--- src/pbc_pkg.sv ---
// constants shared by the pwm blanking, chop and capture block
// ----------------------------------------------------------------
// Notes on behaviour
// low-output-high enable masks current-limit and fault while low side high
// low-output-low enable masks current-limit and fault while low side low
// nine-bit blanking delay in bits 11..3, each count 8.32 ns; the timer steps 12 ns (three 4 ns clocks) per count
// delay register bits 15..12 and 2..0 always read zero
// state-blank source 0 none, 1..5 generator high output, 6..9 reserved
// selected blank signal masks inputs only with its high/low enables
// chop source 0 internal chop clock, 1..5 generator high output
// chop source signal alternately enables and disables chopped outputs
// high-side chop enable chops the high-side output
// low-side chop enable chops the low-side output
// fine period off bit shuts down fine period logic
// fine duty off bit shuts down fine duty logic
// current-limit leading edge stores time base into bits 15..3
// capture exists only for the primary high-side output
// capture only after leading-edge blanking of current-limit completes
// captured value resolution is 8.32 ns steps; the time base here counts one 4 ns clock per step
// software uses capture only with external period reset cleared
// enabled output edge loads delay count and masks inputs until expiry
// all writable fields reset to zero
// ----------------------------------------------------------------
package pbc_pkg;
    // register byte addresses
    localparam logic [7:0] ADDR_EDGE_CTRL = 8'h00;
    localparam logic [7:0] ADDR_DELAY = 8'h04;
    localparam logic [7:0] ADDR_AUX = 8'h08;
    localparam logic [7:0] ADDR_CAPTURE = 8'h0c;
    // reset values
    localparam logic [15:0] RST_EDGE_CTRL = 16'h0000;
    localparam logic [15:0] RST_DELAY = 16'h0000;
    localparam logic [15:0] RST_AUX = 16'h0000;
    localparam logic [15:0] RST_CAPTURE = 16'h0000;
    // writable bit masks
    localparam logic [15:0] MASK_EDGE_CTRL = 16'hfc3f;
    localparam logic [15:0] MASK_DELAY = 16'h0ff8;
    localparam logic [15:0] MASK_AUX = 16'hcf3f;
    // edge_blank_control fields
    localparam int EB_TRIG_HR = 15;
    localparam int EB_TRIG_HF = 14;
    localparam int EB_TRIG_LR = 13;
    localparam int EB_TRIG_LF = 12;
    localparam int EB_FLT_LEB = 11;
    localparam int EB_CL_LEB = 10;
    localparam int EB_SEL_HIGH = 5;
    localparam int EB_SEL_LOW = 4;
    localparam int EB_HIGH_OUT_HIGH = 3;
    localparam int EB_HIGH_OUT_LOW = 2;
    localparam int EB_LOW_OUT_HIGH = 1;
    localparam int EB_LOW_OUT_LOW = 0;
    // blanking_delay field
    localparam int DLY_LSB = 3;
    localparam int DLY_W = 9;
    // aux_blank_chop_control fields
    localparam int AUX_FINE_PERIOD_OFF = 15;
    localparam int AUX_FINE_DUTY_OFF = 14;
    localparam int AUX_BLANK_SRC_LSB = 8;
    localparam int AUX_CHOP_SRC_LSB = 2;
    localparam int SRC_W = 4;
    localparam int AUX_CHOP_HIGH = 1;
    localparam int AUX_CHOP_LOW = 0;
    // time base capture field
    localparam int CAP_LSB = 3;
    localparam int CAP_W = 13;
    localparam int NUM_GEN = 5;
    localparam logic [3:0] SRC_NONE = 4'h0;
    localparam logic [3:0] SRC_LAST = 4'h5;
    // timing: one delay count of 8.32 ns rounds up to three clocks of 4 ns, so 12 ns
    localparam int BLANK_STEP_PS = 8320;
    localparam int CLK_PERIOD_PS = 4000;
    localparam int BLANK_STEP_CYC =
        (BLANK_STEP_PS + CLK_PERIOD_PS - 1) / CLK_PERIOD_PS;
endpackage

--- src/pbc_blank_timer.sv ---
// leading-edge blanking down-counter with a three-clock (12 ns) step prescaler
`timescale 1ns/1ps
`default_nettype none
module pbc_blank_timer (
    input wire logic clk, // 250 MHz clock
    input wire logic rst, // async reset, active high
    input wire logic ce, // clock enable
    input wire logic load, // output edge seen
    input wire logic [8:0] count, // delay in steps
    output logic active // blanking window open
);
    localparam logic [1:0] STEP_LAST =
        2'(pbc_pkg::BLANK_STEP_CYC - 1);
    logic [8:0] remain;
    logic [1:0] pre;
    wire step_done = (pre == STEP_LAST);

    // a new edge restarts the window even if one is open
    always_ff @(posedge clk or posedge rst) begin
        if (rst) begin
            remain <= 9'h000;
            pre <= 2'h0;
        end else if (ce) begin
            if (load) begin
                remain <= count;
                pre <= 2'h0;
            end else if (remain != 9'h000) begin
                pre <= step_done ? 2'h0 : pre + 2'h1;
                if (step_done)
                    remain <= remain - 9'h001;
            end
        end
    end
    assign active = (remain != 9'h000);
endmodule
`default_nettype wire

--- src/pbc_blank_chop.sv ---
// pwm generator blanking, chopping and time base capture
`timescale 1ns/1ps
`default_nettype none
module pbc_blank_chop (
    input wire logic clk, // 250 MHz clock
    input wire logic rst, // async reset, active high
    input wire logic ce, // clock enable, freezes all state
    input wire logic psel, // apb select
    input wire logic penable, // apb enable
    input wire logic pwrite, // apb direction
    input wire logic [7:0] paddr, // apb byte address
    input wire logic [31:0] pwdata, // apb write data
    output logic [31:0] prdata, // apb read data
    output logic pready, // apb ready
    output logic pslverr, // apb error on unmapped address
    input wire logic high_in, // this generator high-side output
    input wire logic low_in, // this generator low-side output
    input wire logic [4:0] gen_high, // high-side outputs of all generators
    input wire logic chop_clk, // internal chop clock generator
    input wire logic cur_limit, // current-limit input, active high
    input wire logic fault, // fault input, active high
    input wire logic [12:0] time_base, // primary time base
    output logic high_out, // chopped high-side output
    output logic low_out, // chopped low-side output
    output logic cur_limit_out, // blanked current-limit
    output logic fault_out, // blanked fault
    output logic fine_period_off, // fine period logic shut down
    output logic fine_duty_off // fine duty logic shut down
);
    // ------------------------------------------------------------
    // registers
    // ------------------------------------------------------------
    logic [15:0] edge_blank_control;
    logic [15:0] blanking_delay;
    logic [15:0] aux_blank_chop_control;
    logic [15:0] time_base_capture;
    logic high_d;
    logic low_d;
    logic cl_pre_d;

    // picks one generator high output; codes past five give no signal
    function automatic logic [1:0] src_pick(input logic [3:0] code,
                                            input logic [4:0] highs);
        logic [1:0] r;
        r = 2'b00;
        if (code != pbc_pkg::SRC_NONE && code <= pbc_pkg::SRC_LAST)
            r = {1'b1, highs[3'(code - 4'h1)]};
        return r;
    endfunction

    // ------------------------------------------------------------
    // apb decode
    // ------------------------------------------------------------
    wire setup = psel && !penable;
    wire access = psel && penable;
    wire hit_edge = (paddr == pbc_pkg::ADDR_EDGE_CTRL);
    wire hit_delay = (paddr == pbc_pkg::ADDR_DELAY);
    wire hit_aux = (paddr == pbc_pkg::ADDR_AUX);
    wire hit_cap = (paddr == pbc_pkg::ADDR_CAPTURE);
    wire mapped = hit_edge || hit_delay || hit_aux || hit_cap;
    wire wr = access && pwrite && ce;
    wire [15:0] wdata = pwdata[15:0];
    // unmapped addresses and writes to the capture register fail
    wire bad = !mapped || (pwrite && hit_cap);
    wire [15:0] rd_mux =
        hit_edge ? edge_blank_control :
        hit_delay ? blanking_delay :
        hit_aux ? aux_blank_chop_control :
        hit_cap ? time_base_capture : 16'h0000;

    // zero wait states keeps the slave simple; ce low stalls the bus
    assign pready = ce;
    assign pslverr = access && bad;

    always_ff @(posedge clk or posedge rst) begin
        if (rst)
            prdata <= 32'h0000_0000;
        else if (ce && setup)
            prdata <= {16'h0000, rd_mux};
    end

    always_ff @(posedge clk or posedge rst) begin
        if (rst) begin
            edge_blank_control <= pbc_pkg::RST_EDGE_CTRL;
            blanking_delay <= pbc_pkg::RST_DELAY;
            aux_blank_chop_control <= pbc_pkg::RST_AUX;
        end else if (wr) begin
            if (hit_edge)
                edge_blank_control <= wdata & pbc_pkg::MASK_EDGE_CTRL;
            if (hit_delay)
                blanking_delay <= wdata & pbc_pkg::MASK_DELAY;
            if (hit_aux)
                aux_blank_chop_control <= wdata & pbc_pkg::MASK_AUX;
        end
    end

    // ------------------------------------------------------------
    // field decode
    // ------------------------------------------------------------
    wire [8:0] blank_delay_count =
        blanking_delay[pbc_pkg::DLY_LSB +: pbc_pkg::DLY_W];
    wire [3:0] state_blank_source =
        aux_blank_chop_control[pbc_pkg::AUX_BLANK_SRC_LSB +: pbc_pkg::SRC_W];
    wire [3:0] chop_source =
        aux_blank_chop_control[pbc_pkg::AUX_CHOP_SRC_LSB +: pbc_pkg::SRC_W];
    wire chop_high_en = aux_blank_chop_control[pbc_pkg::AUX_CHOP_HIGH];
    wire chop_low_en = aux_blank_chop_control[pbc_pkg::AUX_CHOP_LOW];
    wire blank_low_out_high_en =
        edge_blank_control[pbc_pkg::EB_LOW_OUT_HIGH];
    wire blank_low_out_low_en = edge_blank_control[pbc_pkg::EB_LOW_OUT_LOW];
    wire blank_high_out_high_en =
        edge_blank_control[pbc_pkg::EB_HIGH_OUT_HIGH];
    wire blank_high_out_low_en =
        edge_blank_control[pbc_pkg::EB_HIGH_OUT_LOW];
    wire blank_sel_high_en = edge_blank_control[pbc_pkg::EB_SEL_HIGH];
    wire blank_sel_low_en = edge_blank_control[pbc_pkg::EB_SEL_LOW];
    wire cl_leb_en = edge_blank_control[pbc_pkg::EB_CL_LEB];
    wire flt_leb_en = edge_blank_control[pbc_pkg::EB_FLT_LEB];

    // ------------------------------------------------------------
    // state blanking
    // ------------------------------------------------------------
    wire [1:0] blank_pick = src_pick(state_blank_source, gen_high);
    wire blank_sig_ok = blank_pick[1];
    wire blank_sig = blank_pick[0];
    wire sel_blank = blank_sig_ok &&
        ((blank_sel_high_en && blank_sig) ||
         (blank_sel_low_en && !blank_sig));
    wire low_blank = (blank_low_out_high_en && low_in) ||
        (blank_low_out_low_en && !low_in);
    wire high_blank = (blank_high_out_high_en && high_in) ||
        (blank_high_out_low_en && !high_in);
    wire state_blank = sel_blank || low_blank || high_blank;

    // ------------------------------------------------------------
    // leading-edge blanking
    // ------------------------------------------------------------
    wire edge_trig =
        (edge_blank_control[pbc_pkg::EB_TRIG_HR] && high_in && !high_d) ||
        (edge_blank_control[pbc_pkg::EB_TRIG_HF] && !high_in && high_d) ||
        (edge_blank_control[pbc_pkg::EB_TRIG_LR] && low_in && !low_d) ||
        (edge_blank_control[pbc_pkg::EB_TRIG_LF] && !low_in && low_d);
    logic leb_active;

    pbc_blank_timer u_pbc_blank_timer (
        .clk(clk),
        .rst(rst),
        .ce(ce),
        .load(edge_trig),
        .count(blank_delay_count),
        .active(leb_active)
    );

    // leb result of current-limit, ahead of state blanking
    wire cl_post_leb = cur_limit && !(cl_leb_en && leb_active);
    wire next_cur_limit_out = cl_post_leb && !state_blank;
    wire next_fault_out = fault && !(flt_leb_en && leb_active) &&
        !state_blank;
    // capture belongs to the primary time base, driven from the blanked current-limit rise
    wire cl_rise = cl_post_leb && !cl_pre_d;

    // ------------------------------------------------------------
    // chopping
    // ------------------------------------------------------------
    wire [1:0] chop_pick = src_pick(chop_source, gen_high);
    // reserved codes leave the chopped outputs off, the safe state
    wire chop_sig = (chop_source == pbc_pkg::SRC_NONE) ? chop_clk :
        chop_pick[1] && chop_pick[0];
    wire next_high_out = high_in && (!chop_high_en || chop_sig);
    wire next_low_out = low_in && (!chop_low_en || chop_sig);

    // ------------------------------------------------------------
    // output and capture flops
    // ------------------------------------------------------------
    always_ff @(posedge clk or posedge rst) begin
        if (rst) begin
            high_d <= 1'b0;
            low_d <= 1'b0;
            cl_pre_d <= 1'b0;
            high_out <= 1'b0;
            low_out <= 1'b0;
            cur_limit_out <= 1'b0;
            fault_out <= 1'b0;
        end else if (ce) begin
            high_d <= high_in;
            low_d <= low_in;
            cl_pre_d <= cl_post_leb;
            high_out <= next_high_out;
            low_out <= next_low_out;
            cur_limit_out <= next_cur_limit_out;
            fault_out <= next_fault_out;
        end
    end

    // resolution is that of the time base, one 4 ns clock per count
    always_ff @(posedge clk or posedge rst) begin
        if (rst)
            time_base_capture <= pbc_pkg::RST_CAPTURE;
        else if (ce && cl_rise)
            time_base_capture <= {time_base, 3'b000};
    end

    // power-down straps follow the register directly
    assign fine_period_off =
        aux_blank_chop_control[pbc_pkg::AUX_FINE_PERIOD_OFF];
    assign fine_duty_off =
        aux_blank_chop_control[pbc_pkg::AUX_FINE_DUTY_OFF];
endmodule
`default_nettype wire

--- config.mk ---
export PLATFORM = sky130hd
export DESIGN_NAME = pbc_blank_chop
export DESIGN_NICKNAME = d
export VERILOG_FILES = /design/src/pbc_pkg.sv /design/src/pbc_blank_timer.sv /design/src/pbc_blank_chop.sv
export SDC_FILE = /design/constraint.sdc
export NUM_CORES = 1
export LEC_CHECK = 0
export BUFFER_PORTS_ARGS = -buffer_cell sky130_fd_sc_hd__buf_4
export CAP_MARGIN = 10
export CORE_MARGIN = 5
export CORE_UTILIZATION = 48
export CTS_CLUSTER_DIAMETER = 150
export CTS_CLUSTER_SIZE = 30
export DETAILED_ROUTE_END_ITERATION = 10
export PLACE_DENSITY = 0.78
export SLEW_MARGIN = 25
export SYNTH_ARGS = -nofsm -noshare
export SYNTH_HDL_FRONTEND = slang
export SYNTH_HIERARCHICAL = 1
export SYNTH_SLANG_ARGS = --single-unit
--- constraint.sdc ---
create_clock -name clk -period 2.05 [get_ports clk]
set_input_delay 0.1025 -clock clk [delete_from_list [all_inputs] [get_ports clk]]
set_output_delay 0.1025 -clock clk [all_outputs]
set_load 0.03 [all_outputs]
-- After elaboration in Yosys (flattened, before gate mapping)
Cells that the tools add are included.
- register bits: 80
- input bits: 69
- logic and storage cells: 117
- $add $sub $neg: 4
- magnitude comparators: 4
- eq/ne operators: 4
- mux-type cells: 17
- reductions and logical operators: 74
- operator list (operator ; count):
    16-bit 2-to-1 mux ; 4
    1-bit logical AND ; 35
    9-bit 2-to-1 mux ; 3
    8-bit by 4-bit == test with 1-bit output, second input constant ; 2
    1-bit logical OR ; 14
    1-bit zero test ; 13
    2-bit 2-to-1 mux ; 5
    9-bit nonzero test ; 1
    9-bit by 1-bit subtractor with 9-bit output, second input constant ; 1
    8-bit by 3-bit == test with 1-bit output, second input constant ; 1
    4-bit by 3-bit <= comparator with 1-bit output, second input constant ; 2
    8-bit zero test ; 1
    3-bit by 4-bit less-than comparator with 1-bit output, second input constant ; 2
    2-bit AND reduction ; 4
    4-bit nonzero test ; 2
    1-bit binary-select mux with 3-bit select ; 2
    3-bit by 1-bit subtractor with 3-bit output, second input constant ; 2
    4-bit zero test ; 1
    2-bit nonzero test ; 2
    1-bit 2-to-1 mux ; 3
    3-bit AND reduction ; 1
    2-bit by 1-bit adder with 2-bit output, second input constant ; 1
    2-bit == test, second input constant ; 1

-- Longest topological paths before layout
Gate-level depths: netlist of the first run.
- depth in word-level cells: 12
- gate-level depth with buffers: 8
- mapped depth without buffers: 8

-- Modules after synthesis
Netlist of the first run, hierarchy kept.
- by module, submodules not included (module ; times used ; cells an instance ; area an instance (sq um) ; seq. area each (sq um)):
    pbc_blank_chop ; 1 ; 289 ; 3427.0 ; 1726.7
    pbc_blank_timer ; 1 ; 83 ; 762.0 ; 275.3

-- Least setup slack after synthesis of the first run
No wires, ideal clock.
- kind: reg-to-reg
- start point: register u_pbc_blank_timer.remain[0]
- end point: register time_base_capture[10]
- data arrival time: 1923 ps
- slack: 2 ps
- stages on the path, launching flop included: 9
- clock period less this slack: 2048 ps
- cells stage by stage: dfrtp_1 > inv_1 > ha_1 > nor4b_1 > nand3_1 > a21oi_1 > nand2b_1 > buf_1 > mux2_2
- longest elaborated chain between the ends: 6
- RTL lines (element ; RTL line ; text):
    start: declaration ; pbc_blank_timer.sv:14 ; logic [8:0] remain;
    start signal: assignment ; pbc_blank_timer.sv:25 ; remain <= count;
    start signal: assignment ; pbc_blank_timer.sv:30 ; remain <= remain - 9'h001;
    9-bit nonzero test ; pbc_blank_timer.sv:34 ; assign active = (remain != 9'h000);
    net leb_active ; pbc_blank_chop.sv:143 ; logic leb_active;
    1-bit logical AND ; pbc_blank_chop.sv:155 ; wire cl_post_leb = cur_limit && !(cl_leb_en && leb_active);
    1-bit zero test ; pbc_blank_chop.sv:155 ;
    1-bit logical AND ; pbc_blank_chop.sv:155 ;
    1-bit logical AND ; pbc_blank_chop.sv:160 ; wire cl_rise = cl_post_leb && !cl_pre_d;
    1-bit logical AND ; pbc_blank_chop.sv:199 ; else if (ce && cl_rise)
    end signal: assignment ; pbc_blank_chop.sv:198 ; time_base_capture <= pbc_pkg::RST_CAPTURE;
    end signal: assignment ; pbc_blank_chop.sv:200 ; time_base_capture <= {time_base, 3'b000};
    end: declaration ; pbc_blank_chop.sv:36 ; logic [15:0] time_base_capture;
The timed path passes the listed nets, and every way through them passes these cells.
A chain may end at the register's enable or synchronous reset.

-- Worst setup path in the final report of the first run
- start point: register u_pbc_blank_timer.remain[0]
- end point: register time_base_capture[14]
Same word-level chain as after synthesis.

==> results of run 1 <==
through the flow:
stage          util [%]  worst slack (ns)  hold WS, ns  instances  cell area, µm²
2_1_floorplan         -           0.00237      -0.0451        387            4250
3_3_place_gp       56.9            0.0863        0.130        553            4890
3_5_place_dp       56.9            0.0361        0.143        553            4890
4_1_cts            62.0            0.0396     0.000305        593            5320
5_1_grt            62.1            0.0147      0.00723        593            5340
6_report           62.1             0.132      0.00170        593            5340
cells by family (layout without fill, tap and decap cells):
logic type | after synthesis | in the layout
buf+inv | 45 | 143
mux | 68 | 68
xor+xnor | 2 | 2
compound gates | 69 | 69
fa+ha+maj | 7 | 7
simple gates | 100 | 100
other cells | 1 | 16
flops | 80 | 80
layer usage:
metal | vias up | GRT usage (%) | routed length [µm]
met4 | 0 | 9.76 | 318
met3 | 32 | 3.69 | 709
met1 | 1655 | 26.6 | 4400
met5 | - | 0 | 0
li1 | 1548 | - | -
met2 | 148 | 34.2 | 5290
placed cells by master, fill, tap and decap left out, types with 3 or more instances in the layout:
master,n
ha_1,6
clkinv_2,3
nor2_1,23
nor3_1,4
a22oi_1,3
nand3b_1,3
nand3_1,10
a211oi_1,3
a32oi_1,6
dlygate4sd3_1,25
nand4_1,3
inv_1,12
conb_1,16
mux2_2,59
a22o_1,6
dfrtp_1,80
a31oi_1,10
nand2_1,25
nor2b_1,7
mux2i_1,8
o21ai_0,13
clkbuf_8,9
a221oi_1,5
buf_4,88
o31ai_1,3
nand2b_1,4
and3_1,3
a21oi_1,6
power by group through the flow:
stage                     combinational [mW]  sequential (mW)  clock (mW)
after floorplan                        0.406             1.90           0
after global placement                 0.705             1.85           0
after detailed placement               0.722             1.86           0
after CTS                              0.763             1.83        1.15
after global routing                   0.839             1.85        1.21
final                                  0.769             1.83        1.13
sequential cells by signal, indices dropped and copies added, names as in the netlist, 2 cells and up:
name / count
aux_blank_chop_control: 12
u_pbc_blank_timer/remain: 9
prdata: 16
time_base_capture: 13
u_pbc_blank_timer/pre: 2
edge_blank_control: 12
blanking_delay: 9
path summary, 6_finish.rpt:
| kind | start | endpoint | slack (ns) |
|---|---|---|---|
| max | u_pbc_blank_timer/remain[0]$_DFFE_PP0P_ | time_base_capture[14]$_DFFE_PP0P_ | 0.13 |
| min | pwdata[5] | aux_blank_chop_control[5]$_DFFE_PP0P_ | 0.002 |
| max reg2reg | u_pbc_blank_timer/remain[0]$_DFFE_PP0P_ | time_base_capture[14]$_DFFE_PP0P_ | 0.13 |
| min reg2reg | aux_blank_chop_control[1]$_DFFE_PP0P_ | high_out$_DFFE_PP0P_ | 0.48 |
| max in group asynchronous | rst | edge_blank_control[10]$_DFFE_PP0P_ | 1.20 |
| min in group asynchronous | rst | prdata[7]$_DFFE_PP0P_ | 0.30 |
synthesized netlist by cell type (3+ instances only):
cell type | count | share of area (%)
dfrtp_1 | 80 | 48
mux2_2 | 59 | 16
nand2_1 | 25 | 2.2
nor2_1 | 23 | 2.1
buf_4 | 18 | 3.2
inv_1 | 13 | 1.2
o21ai_0 | 13 | 1.6
a31oi_1 | 10 | 1.5
nand3_1 | 10 | 1.2
mux2i_1 | 8 | 1.9
a21oi_1 | 7 | 0.84
clkbuf_1 | 7 | 0.63
ha_1 | 7 | 2.1
nor2b_1 | 7 | 1.0
a22o_1 | 6 | 1.3
a32oi_1 | 6 | 1.3
a221oi_1 | 5 | 1.0
buf_2 | 4 | 0.48
nand2b_1 | 4 | 0.60
nor3_1 | 4 | 0.48
a211oi_1 | 3 | 0.54
a22oi_1 | 3 | 0.54
and3_1 | 3 | 0.45
buf_1 | 3 | 0.27
nand3b_1 | 3 | 0.54
nand4_1 | 3 | 0.45
o31ai_1 | 3 | 0.54
repair_timing:
item | CTS | global route
endpoints found under the setup margin | 0 | 13
hold buffers | 25 | 0
endpoints found under the hold margin | 57 | 0
buffers inserted | 0 | 0
gates resized for setup | 0 | 3
cell type report:
class	instances	area, µm²	area share [%]
sequential	80	2000	37.5
multi-input combinational	262	2010	37.7
tap	108	135	2.53
clock inverter	6	61.3	1.15
timing repair buffer	115	951	17.8
inverter	13	48.8	0.914
clock buffer	9	124	2.32
==> results.md, run 1 <==
* Status: complete, no violations
* First-pass GRT wire length at 16,900 µm
* Synth cell types at 55
* Die H at 103 µm
* Crit path buffers/inverters at 2
* Worst IR Drop VDD at 0.000328 V
* Largest net degree at the start of global routing at 39
* Lkg Pwr at 2.53 nW
* P_int at 2.65 mW
* Critical Path Max Stage Delay at 0.38 ns
* Synth Register Bits at 80
* Clk pwr share at 30.3%
* Vias at 3,383
* Post-synthesis adder-cell area fraction at 2.09%
* Via/cell ratio at 5.70
* Diodes inserted at 0
* Final setup fails at 0
* Drt drc at 0
* Port buffer count at 76
* Crit Path Max Fanout at 13
* TritonCTS Buffers at 9
* Number of global-route vias before repair at 3,477
* Top Ports at 109
* Area Growth Syn to Fin at 27.4%
* Worst Tran Pin Value at 0.535 ns
* CTS Buffer Depth at 2
* DR WL/cell at 18.1 µm
* Synth Area in XOR/XNOR at 0.418%
* Critical Path Sink Type: flip-flop
* Full die area at 0.0107 mm²
* Post-Syn Area per Cell at 11.3 µm²
* Core area at 0.00859 mm²
* Die width at 103 µm
* Layout net count at 557
* Instance count of the mapped netlist at 372
* Data required, critical path at 2.30 ns
* Mapped Area at 0.00419 mm²
* Post-synthesis mux area share at 18.3%
* Min-Delay Path Class: input pin to flip-flop
* Iter 0 DRT Violations at 159
* Power share of the combinational group at 20.6%
* Sw Share at 28.9%
* Worst Clk Skew at 0.0120 ns
* Overall power at 3.73 mW
* Synth Area in Simple Gates at 13.8%
* Drt total wl at 10,700 µm
* Slew HR at 64.1%
* H-tree depth at 3
* Sum of negative setup slack at 0 ns
* Core Rows at 34
* Post-route antenna net violation count at 0
* Hpwl dp at 7690 µm
* RD Place Congestion at 0.951
* Power Density at 698 mW/mm²
* Cell count along the critical path at 8
* Largest delay share family, worst path: simple AND/OR/NAND/NOR gates
* WP data arrival at 2.17 ns
* R2r worst-path depth at 8
* DR pass1 iterations at 4
* Min-Delay Path Depth at 2
* Sink Count at 80
* Fill count at 697
* Sequential cell area fraction in the yosys report at 47.8%
* Initial antenna violation count at 0
* CP Launch Type: flip-flop
* Root Buffer: clkbuf_8
* Crit-path slowest cell: dfrtp_1
* Largest family of logic cells by synthesized area: multiplexers
* Starting Density at 48.7%
* Clock slew at the register clock pins of the worst setup and hold paths at 0.08 ns
* Final Cycle Share at 93.6%
* Commonest register cell after synthesis: dfrtp_1
* Compound-cell area share of the yosys netlist at 11.7%
* Fin. Hold Viols at 0
* Number of enable flip-flop cells after synthesis at 0
* Synth Warn # at 6
* GR Overflow Total at 0
* Latest clock arrival within the worst-skew pair at 0.36 ns
* RSZ-0062 raised after global routing: no
* Flop pwr share at 49.0%
* Ys async rst share at 100%
* CTS tree: yes
* Max Slew Vio Count at 0
* Overall routing resource usage at 20.8%
* Max-cap violations at 0
* Peak Freq at 0.521 GHz
* CP Cell Sequence: inv_1 > ha_2 > nor4b_2 > nand3_1 > a21oi_2 > nand2b_1 > buf_12 > mux2_2
* Share of cells above drive strength 1 at 37.5%
* Tmin final at 1.92 ns
* Psw at 1.08 mW
* CP Class: flip-flop to flip-flop
No activity file was read; power rests on OpenSTA's default activity.
==> run 2, diff against run 1 <==
--- a/config.mk
+++ b/config.mk
@@ -7,12 +7,14 @@
 export LEC_CHECK = 0
 export BUFFER_PORTS_ARGS = -buffer_cell sky130_fd_sc_hd__buf_4
 export CAP_MARGIN = 10
+export CELL_PAD_IN_SITES_DETAIL_PLACEMENT = 0
+export CELL_PAD_IN_SITES_GLOBAL_PLACEMENT = 2
 export CORE_MARGIN = 5
-export CORE_UTILIZATION = 48
+export CORE_UTILIZATION = 30
 export CTS_CLUSTER_DIAMETER = 150
 export CTS_CLUSTER_SIZE = 30
 export DETAILED_ROUTE_END_ITERATION = 10
-export PLACE_DENSITY = 0.78
+export PLACE_DENSITY = 0.77
 export SLEW_MARGIN = 25
 export SYNTH_ARGS = -nofsm -noshare
 export SYNTH_HDL_FRONTEND = slang
==> run 2 against run 1 <==
Compared with the run above: cell count rose by 11%; design area rose by 2.5%; total power grew 9.0%; fmax grew 0.32%; critical path type unchanged; clock skew down 0.0060 ns; largest cell class unchanged.
==> results.md, run 2 (synthesis results as in run 1) <==
* Via/cell ratio at 4.90 (-14%)
* RSZ-0062 raised after global routing: no
* Peak Freq at 0.523 GHz (+0.32%)
* Core Rows at 43 (+26%)
* CP Class: flip-flop to flip-flop
* Slew HR at 59.5% (-4.6 points)
* Number of flip-flops in the largest register at 16 (unchanged)
* Port buffer count at 76 (unchanged)
* Diodes inserted at 0 (unchanged)
* Crit-path slowest cell: dfrtp_1
* H-tree depth at 3 (unchanged)
* Met1 WL at 4930 µm (+12%)
* Tmin final at 1.91 ns (-0.00612 ns)
* TritonCTS Buffers at 9 (unchanged)
* Final setup fails at 0 (unchanged)
* Number of global-route vias before repair at 3,360 (-3.4%)
* Postcts setup bufs at 0 (unchanged)
* Layout net count at 550 (-1.3%)
* Overall routing resource usage at 14.0% (-6.8 points)
* Met3 wire length at 688 µm (-3.0%)
* Overall power at 4.06 mW (+9.0%)
* Min-Delay Path Class: input pin to flip-flop
* Vias at 3,221 (-4.8%)
* Area Growth Syn to Fin at 30.6%
* Data required, critical path at 2.30 ns (about the same)
* Max-cap violations at 0 (unchanged)
* Worst Clk Skew at 0.00603 ns (-0.00600 ns)
* Biggest regs: prdata x16, time_base_capture x13
* Worst IR Drop VDD at 0.000455 V (+39%)
* CP Launch Type: flip-flop
* Power Density at 743 mW/mm² (+6.4%)
* CTS tree: yes
* Iter 0 DRT Violations at 161 (+1.3%)
* Post-route antenna net violation count at 0 (unchanged)
* Met2 wire len at 5480 µm (+3.6%)
* GR Overflow Total at 0 (unchanged)
* Drt total wl at 11,200 µm (+4.4%)
* RD Place Congestion at 0.797 (-16%)
* Commonest non-fill, non-tap cell in the layout: buf_4
* Top Ports at 109 (unchanged)
* Sum of negative setup slack at 0 ns (unchanged)
* Share of cells above drive strength 1 at 38.6% (+1.0 points)
* Full die area at 0.0164 mm² (+54%)
* Hpwl dp at 8370 µm (+8.9%)
* Latest clock arrival within the worst-skew pair at 0.33 ns (-0.03 ns)
* Max Slew Vio Count at 0 (unchanged)
* Crit path buffers/inverters at 1 (-1)
* Die width at 128 µm (+24%)
* Crit Path Max Fanout at 3 (-10)
* WP data arrival at 2.16 ns (about the same)
* Starting Density at 30.4% (-18 points)
* Worst Tran Pin Value at 0.604 ns (+0.0687 ns)
* Largest delay share family, worst path: multiplexers
* Die H at 128 µm (+24%)
* CTS Buffer Depth at 2 (unchanged)
* Initial antenna violation count at 0 (unchanged)
* Drt drc at 0 (unchanged)
* DR pass1 iterations at 4 (unchanged)
* Final Cycle Share at 93.3% (-0.30 points)
* Biggest register: prdata
* First-pass GRT wire length at 17,800 µm (+5.7%)
* Lkg Pwr at 2.56 nW (+1.1%)
* DR WL/cell at 17.0 µm (-5.8%)
* Largest net degree at the start of global routing at 43 (+10%)
* R2r worst-path depth at 6 (-2)
* Clock slew at the register clock pins of the worst setup and hold paths at 0.06 ns (-0.02 ns)
* CP Cell Sequence: inv_1 > ha_4 > mux4_2 > mux2i_1 > mux2_2 > o21ai_0
* Fin. Hold Viols at 0 (unchanged)
* Min-Delay Path Depth at 2 (unchanged)
* Critical Path Sink Type: flip-flop
* Root Buffer: clkbuf_16
* Cell count along the critical path at 6 (-2)
* Core area at 0.0138 mm² (+60%)
* Status: complete, no violations
* Most frequent cells in the layout: 91 x buf_4, 80 x dfrtp_1, 59 x mux2_2
* Critical Path Max Stage Delay at 0.38 ns (about the same)
* DR top layer: met4
* Sink Count at 80 (unchanged)
* Fill count at 1,373 (+97%)
-- run 2: power breakdown --
part           total, mW  switching, mW  internal, mW
combinational      0.752          0.385         0.367
sequential          1.83          0.110          1.72
clock               1.48          0.573         0.906
-- run 2: final cells by class --
cell class,count,area [µm²],share of cell area [%]
inverter,13,48.8,0.892
multi-input combinational,262,2050,37.4
sequential,80,2000,36.6
timing repair buffer,108,873,16.0
clock buffer,14,274,5.01
tap,180,225,4.12
-- run 2: worst paths after layout --
kind	end	slack [ns]	from
setup / recovery	cur_limit_out$_DFFE_PP0P_	0.14	aux_blank_chop_control[9]$_DFFE_PP0P_
hold / removal	edge_blank_control[1]$_DFFE_PP0P_	0.01	pwdata[1]
setup reg to reg	cur_limit_out$_DFFE_PP0P_	0.14	aux_blank_chop_control[9]$_DFFE_PP0P_
hold reg to reg	low_out$_DFFE_PP0P_	0.47	aux_blank_chop_control[0]$_DFFE_PP0P_
max in group asynchronous	high_out$_DFFE_PP0P_	1.09	rst
min in group asynchronous	time_base_capture[7]$_DFFE_PP0P_	0.21	rst
-- run 2: metrics by stage --
step / area [µm²] / instances / setup slack (ns) / util (%) / hold WS, ns
5_1_grt: 5470 / 657 / 0.00987 / 39.7 / 0.00445
3_5_place_dp: 5000 / 628 / 0.0252 / 36.3 / -0.00742
4_1_cts: 5430 / 657 / 0.0291 / 39.4 / 0.000185
2_1_floorplan: 4250 / 387 / 0.00237 / - / -0.0451
6_report: 5470 / 657 / 0.138 / 39.7 / 0.0139
3_3_place_gp: 5000 / 628 / 0.0524 / 36.3 / -0.00227
-- run 2: routing by layer --
metal / track usage (%) / vias to the layer above
met5: 0 / -
li1: - / 1534
met3: 3.46 / 7
met2: 22.6 / 81
met4: 4.24 / 0
met1: 18.6 / 1599
-- run 2: timing repair --
item,in CTS,in global routing
hold buffers,15,0
pin swaps,0,2
endpoints found under the hold margin,52,0
setup endpoints to repair,1,14
resized for setup,1,5
==> run 3, diff against run 2 <==
--- a/config.mk
+++ b/config.mk
@@ -11,6 +11,7 @@
 export CELL_PAD_IN_SITES_GLOBAL_PLACEMENT = 2
 export CORE_MARGIN = 5
 export CORE_UTILIZATION = 30
+export CTS_BUF_LIST = sky130_fd_sc_hd__clkbuf_16
 export CTS_CLUSTER_DIAMETER = 150
 export CTS_CLUSTER_SIZE = 30
 export DETAILED_ROUTE_END_ITERATION = 10
==> run 3 against run 2 <==
Compared with the run above: clock power shrank 9%; setup slack gained 0.010 ns; combinational power is essentially flat; register-to-register slack is essentially flat; count of clock-buffer cells in the layout shrank 5; highest routed layer unchanged.
==> results.md, run 3 (synthesis results as in run 1) <==
* Number of flip-flops in the largest register at 16 (unchanged)
* Critical Path Sink Type: flip-flop
* DR WL/cell at 17.0 µm (-0.33%)
* Crit-path slowest cell: dfrtp_1
* Post-Place Setup Slack at 0.0252 ns (unchanged)
* Biggest regs: prdata x16, time_base_capture x13
* RD Place Congestion at 0.797 (unchanged)
* Biggest register: prdata
* Util after Layout at 39.7% (unchanged)
* Min Hold Slack at 0.0141 ns (+0.000283 ns)
* Final instance area at 0.00547 mm² (unchanged)
* Core Rows at 43 (unchanged)
* Data required, critical path at 2.30 ns (about the same)
* Hpwl dp at 8370 µm (unchanged)
* Sum of negative setup slack at 0 ns (unchanged)
* Latest clock arrival within the worst-skew pair at 0.33 ns (about the same)
* Fin. Hold Viols at 0 (unchanged)
* Most frequent cells in the layout: 91 x buf_4, 80 x dfrtp_1, 59 x mux2_2
* Drt total wl at 11,200 µm (+0.13%)
* Share of cells above drive strength 1 at 37.7% (-0.87 points)
* Worst Tran Pin Value at 0.621 ns (+0.0171 ns)
* Commonest non-fill, non-tap cell in the layout: buf_4
* CP Class: flip-flop to flip-flop
* Iter 0 DRT Violations at 144 (-11%)
* Worst IR Drop VDD at 0.000454 V (-0.26%)
* Drt drc at 0 (unchanged)
* Number of global-route vias before repair at 3,382 (+0.65%)
* Min-Delay Path Depth at 2 (unchanged)
* Fill count at 1,367 (-0.44%)
* Die width at 128 µm (unchanged)
* First-pass GRT wire length at 17,900 µm (about the same)
* DR pass1 iterations at 4 (unchanged)
* Postcts setup bufs at 0 (unchanged)
* Area Growth Syn to Fin at 30.6% (unchanged)
* Cell Count, Final, Fillers Out at 660 (+0.46%)
* Status: complete, no violations
* Final Cycle Share at 92.8% (-0.49 points)
* Vias at 3,228 (+0.22%)
* Initial antenna violation count at 0 (unchanged)
* Post-route antenna net violation count at 0 (unchanged)
* Slew HR at 58.4% (-1.1 points)
* Largest net degree at the start of global routing at 43 (unchanged)
* RSZ-0062 raised after global routing: no
* Max-cap violations at 0 (unchanged)
* CP Cell Sequence: inv_1 > ha_4 > mux4_2 > mux2i_1 > mux2_2 > o21ai_0
* Power Density at 721 mW/mm² (-3.0%)
* Placed insts at 628 (unchanged)
* CTS tree: yes
* Full die area at 0.0164 mm² (unchanged)
* Max Slew Vio Count at 0 (unchanged)
* Clock slew at the register clock pins of the worst setup and hold paths at 0.06 ns (about the same)
* Final setup fails at 0 (unchanged)
* Root Buffer: clkbuf_16
* GR Overflow Total at 0 (unchanged)
* Core area at 0.0138 mm² (unchanged)
* H-tree depth at 3 (unchanged)
* Layout net count at 553 (+0.55%)
* Crit Path Max Fanout at 3 (unchanged)
* Overall routing resource usage at 14.0% (about the same)
* CP Launch Type: flip-flop
* Tmin final at 1.90 ns (-0.0101 ns)
* Critical Path Max Stage Delay at 0.38 ns (about the same)
* Via/cell ratio at 4.89 (-0.24%)
* Sink Count at 80 (unchanged)
* Final Worst Setup Slack at 0.148 ns (+0.0101 ns)
* TritonCTS Buffers at 9 (unchanged)
* R2r worst-path depth at 6 (unchanged)
* Top Ports at 109 (unchanged)
* Die H at 128 µm (unchanged)
* CTS Buffer Depth at 2 (unchanged)
* Peak Freq at 0.526 GHz (+0.53%)
* Overall power at 3.94 mW (-3.0%)
* Port buffer count at 76 (unchanged)
* WP data arrival at 2.15 ns (about the same)
* Min-Delay Path Class: input pin to flip-flop
* Worst R2R Setup Slack at 0.15 ns (about the same)
* Worst Clk Skew at 0.00592 ns (-0.000107 ns)
* Starting Density at 30.4% (unchanged)
* Lkg Pwr at 2.56 nW (+0.15%)
* Diodes inserted at 0 (unchanged)
* Placed instance area at 0.00500 mm² (unchanged)
==> run 3: cell count changes in the layout (fill, tap and decap cells not counted) <==
cell | previous run | this run
clkbuf_8 | 3 | 0
clkinv_1 | 0 | 3
dlygate4sd3_1 | 15 | 18
clkbuf_1 | 2 | 0
inv_1 | 12 | 14
==> run 3: report_power, final <==
group | internal [mW] | total (mW) | leakage [nW] | switching [mW]
sequential | 1.72 | 1.83 | 1.03 | 0.111
combinational | 0.370 | 0.755 | 1.40 | 0.386
clock | 0.783 | 1.35 | 0.126 | 0.570
==> run 3: layout make-up <==
class	count	area (µm²)	share of cell area [%]
Multi-Input combinational cell	262	2050	37.4
Inverter	13	48.8	0.892
Clock inverter	5	18.8	0.343
Tap cell	180	225	4.12
Timing Repair Buffer	111	903	16.5
Sequential cell	80	2000	36.6
Clock buffer	9	225	4.12
==> run 3: path summary, 6_finish.rpt <==
| path | from | end |
|---|---|---|
| setup / recovery | aux_blank_chop_control[9]$_DFFE_PP0P_ | cur_limit_out$_DFFE_PP0P_ |
| hold / removal | pwdata[2] | edge_blank_control[2]$_DFFE_PP0P_ |
| setup reg to reg | aux_blank_chop_control[9]$_DFFE_PP0P_ | cur_limit_out$_DFFE_PP0P_ |
| hold reg to reg | cl_pre_d$_DFFE_PP0P_ | cl_pre_d$_DFFE_PP0P_ |
| max in group asynchronous | rst | aux_blank_chop_control[2]$_DFFE_PP0P_ |
| min in group asynchronous | rst | time_base_capture[7]$_DFFE_PP0P_ |
==> run 3: worst max-delay path, delay by kind of cell (launching register included) <==
family	cells	cell delay (ns)
mux	3	0.85
fa+ha+maj	1	0.31
flops	1	0.38
buf+inv	1	0.10
compound gates	1	0.18
==> run 3: routing by layer <==
metal,vias up,part of all wire [%],GRT usage (%)
li1,1540,-,-
met1,1596,44,18.5
met2,85,49,22.8
met3,7,5.9,4.04
met4,0,0.85,3.12
met5,-,0,0
==> run 3: timing repair <==
action | CTS | global route
gates resized for setup | 1 | 5
endpoints found under the hold margin | 57 | 0
endpoints found under the setup margin | 1 | 14
hold buffers | 18 | 0
pin swaps | 0 | 2
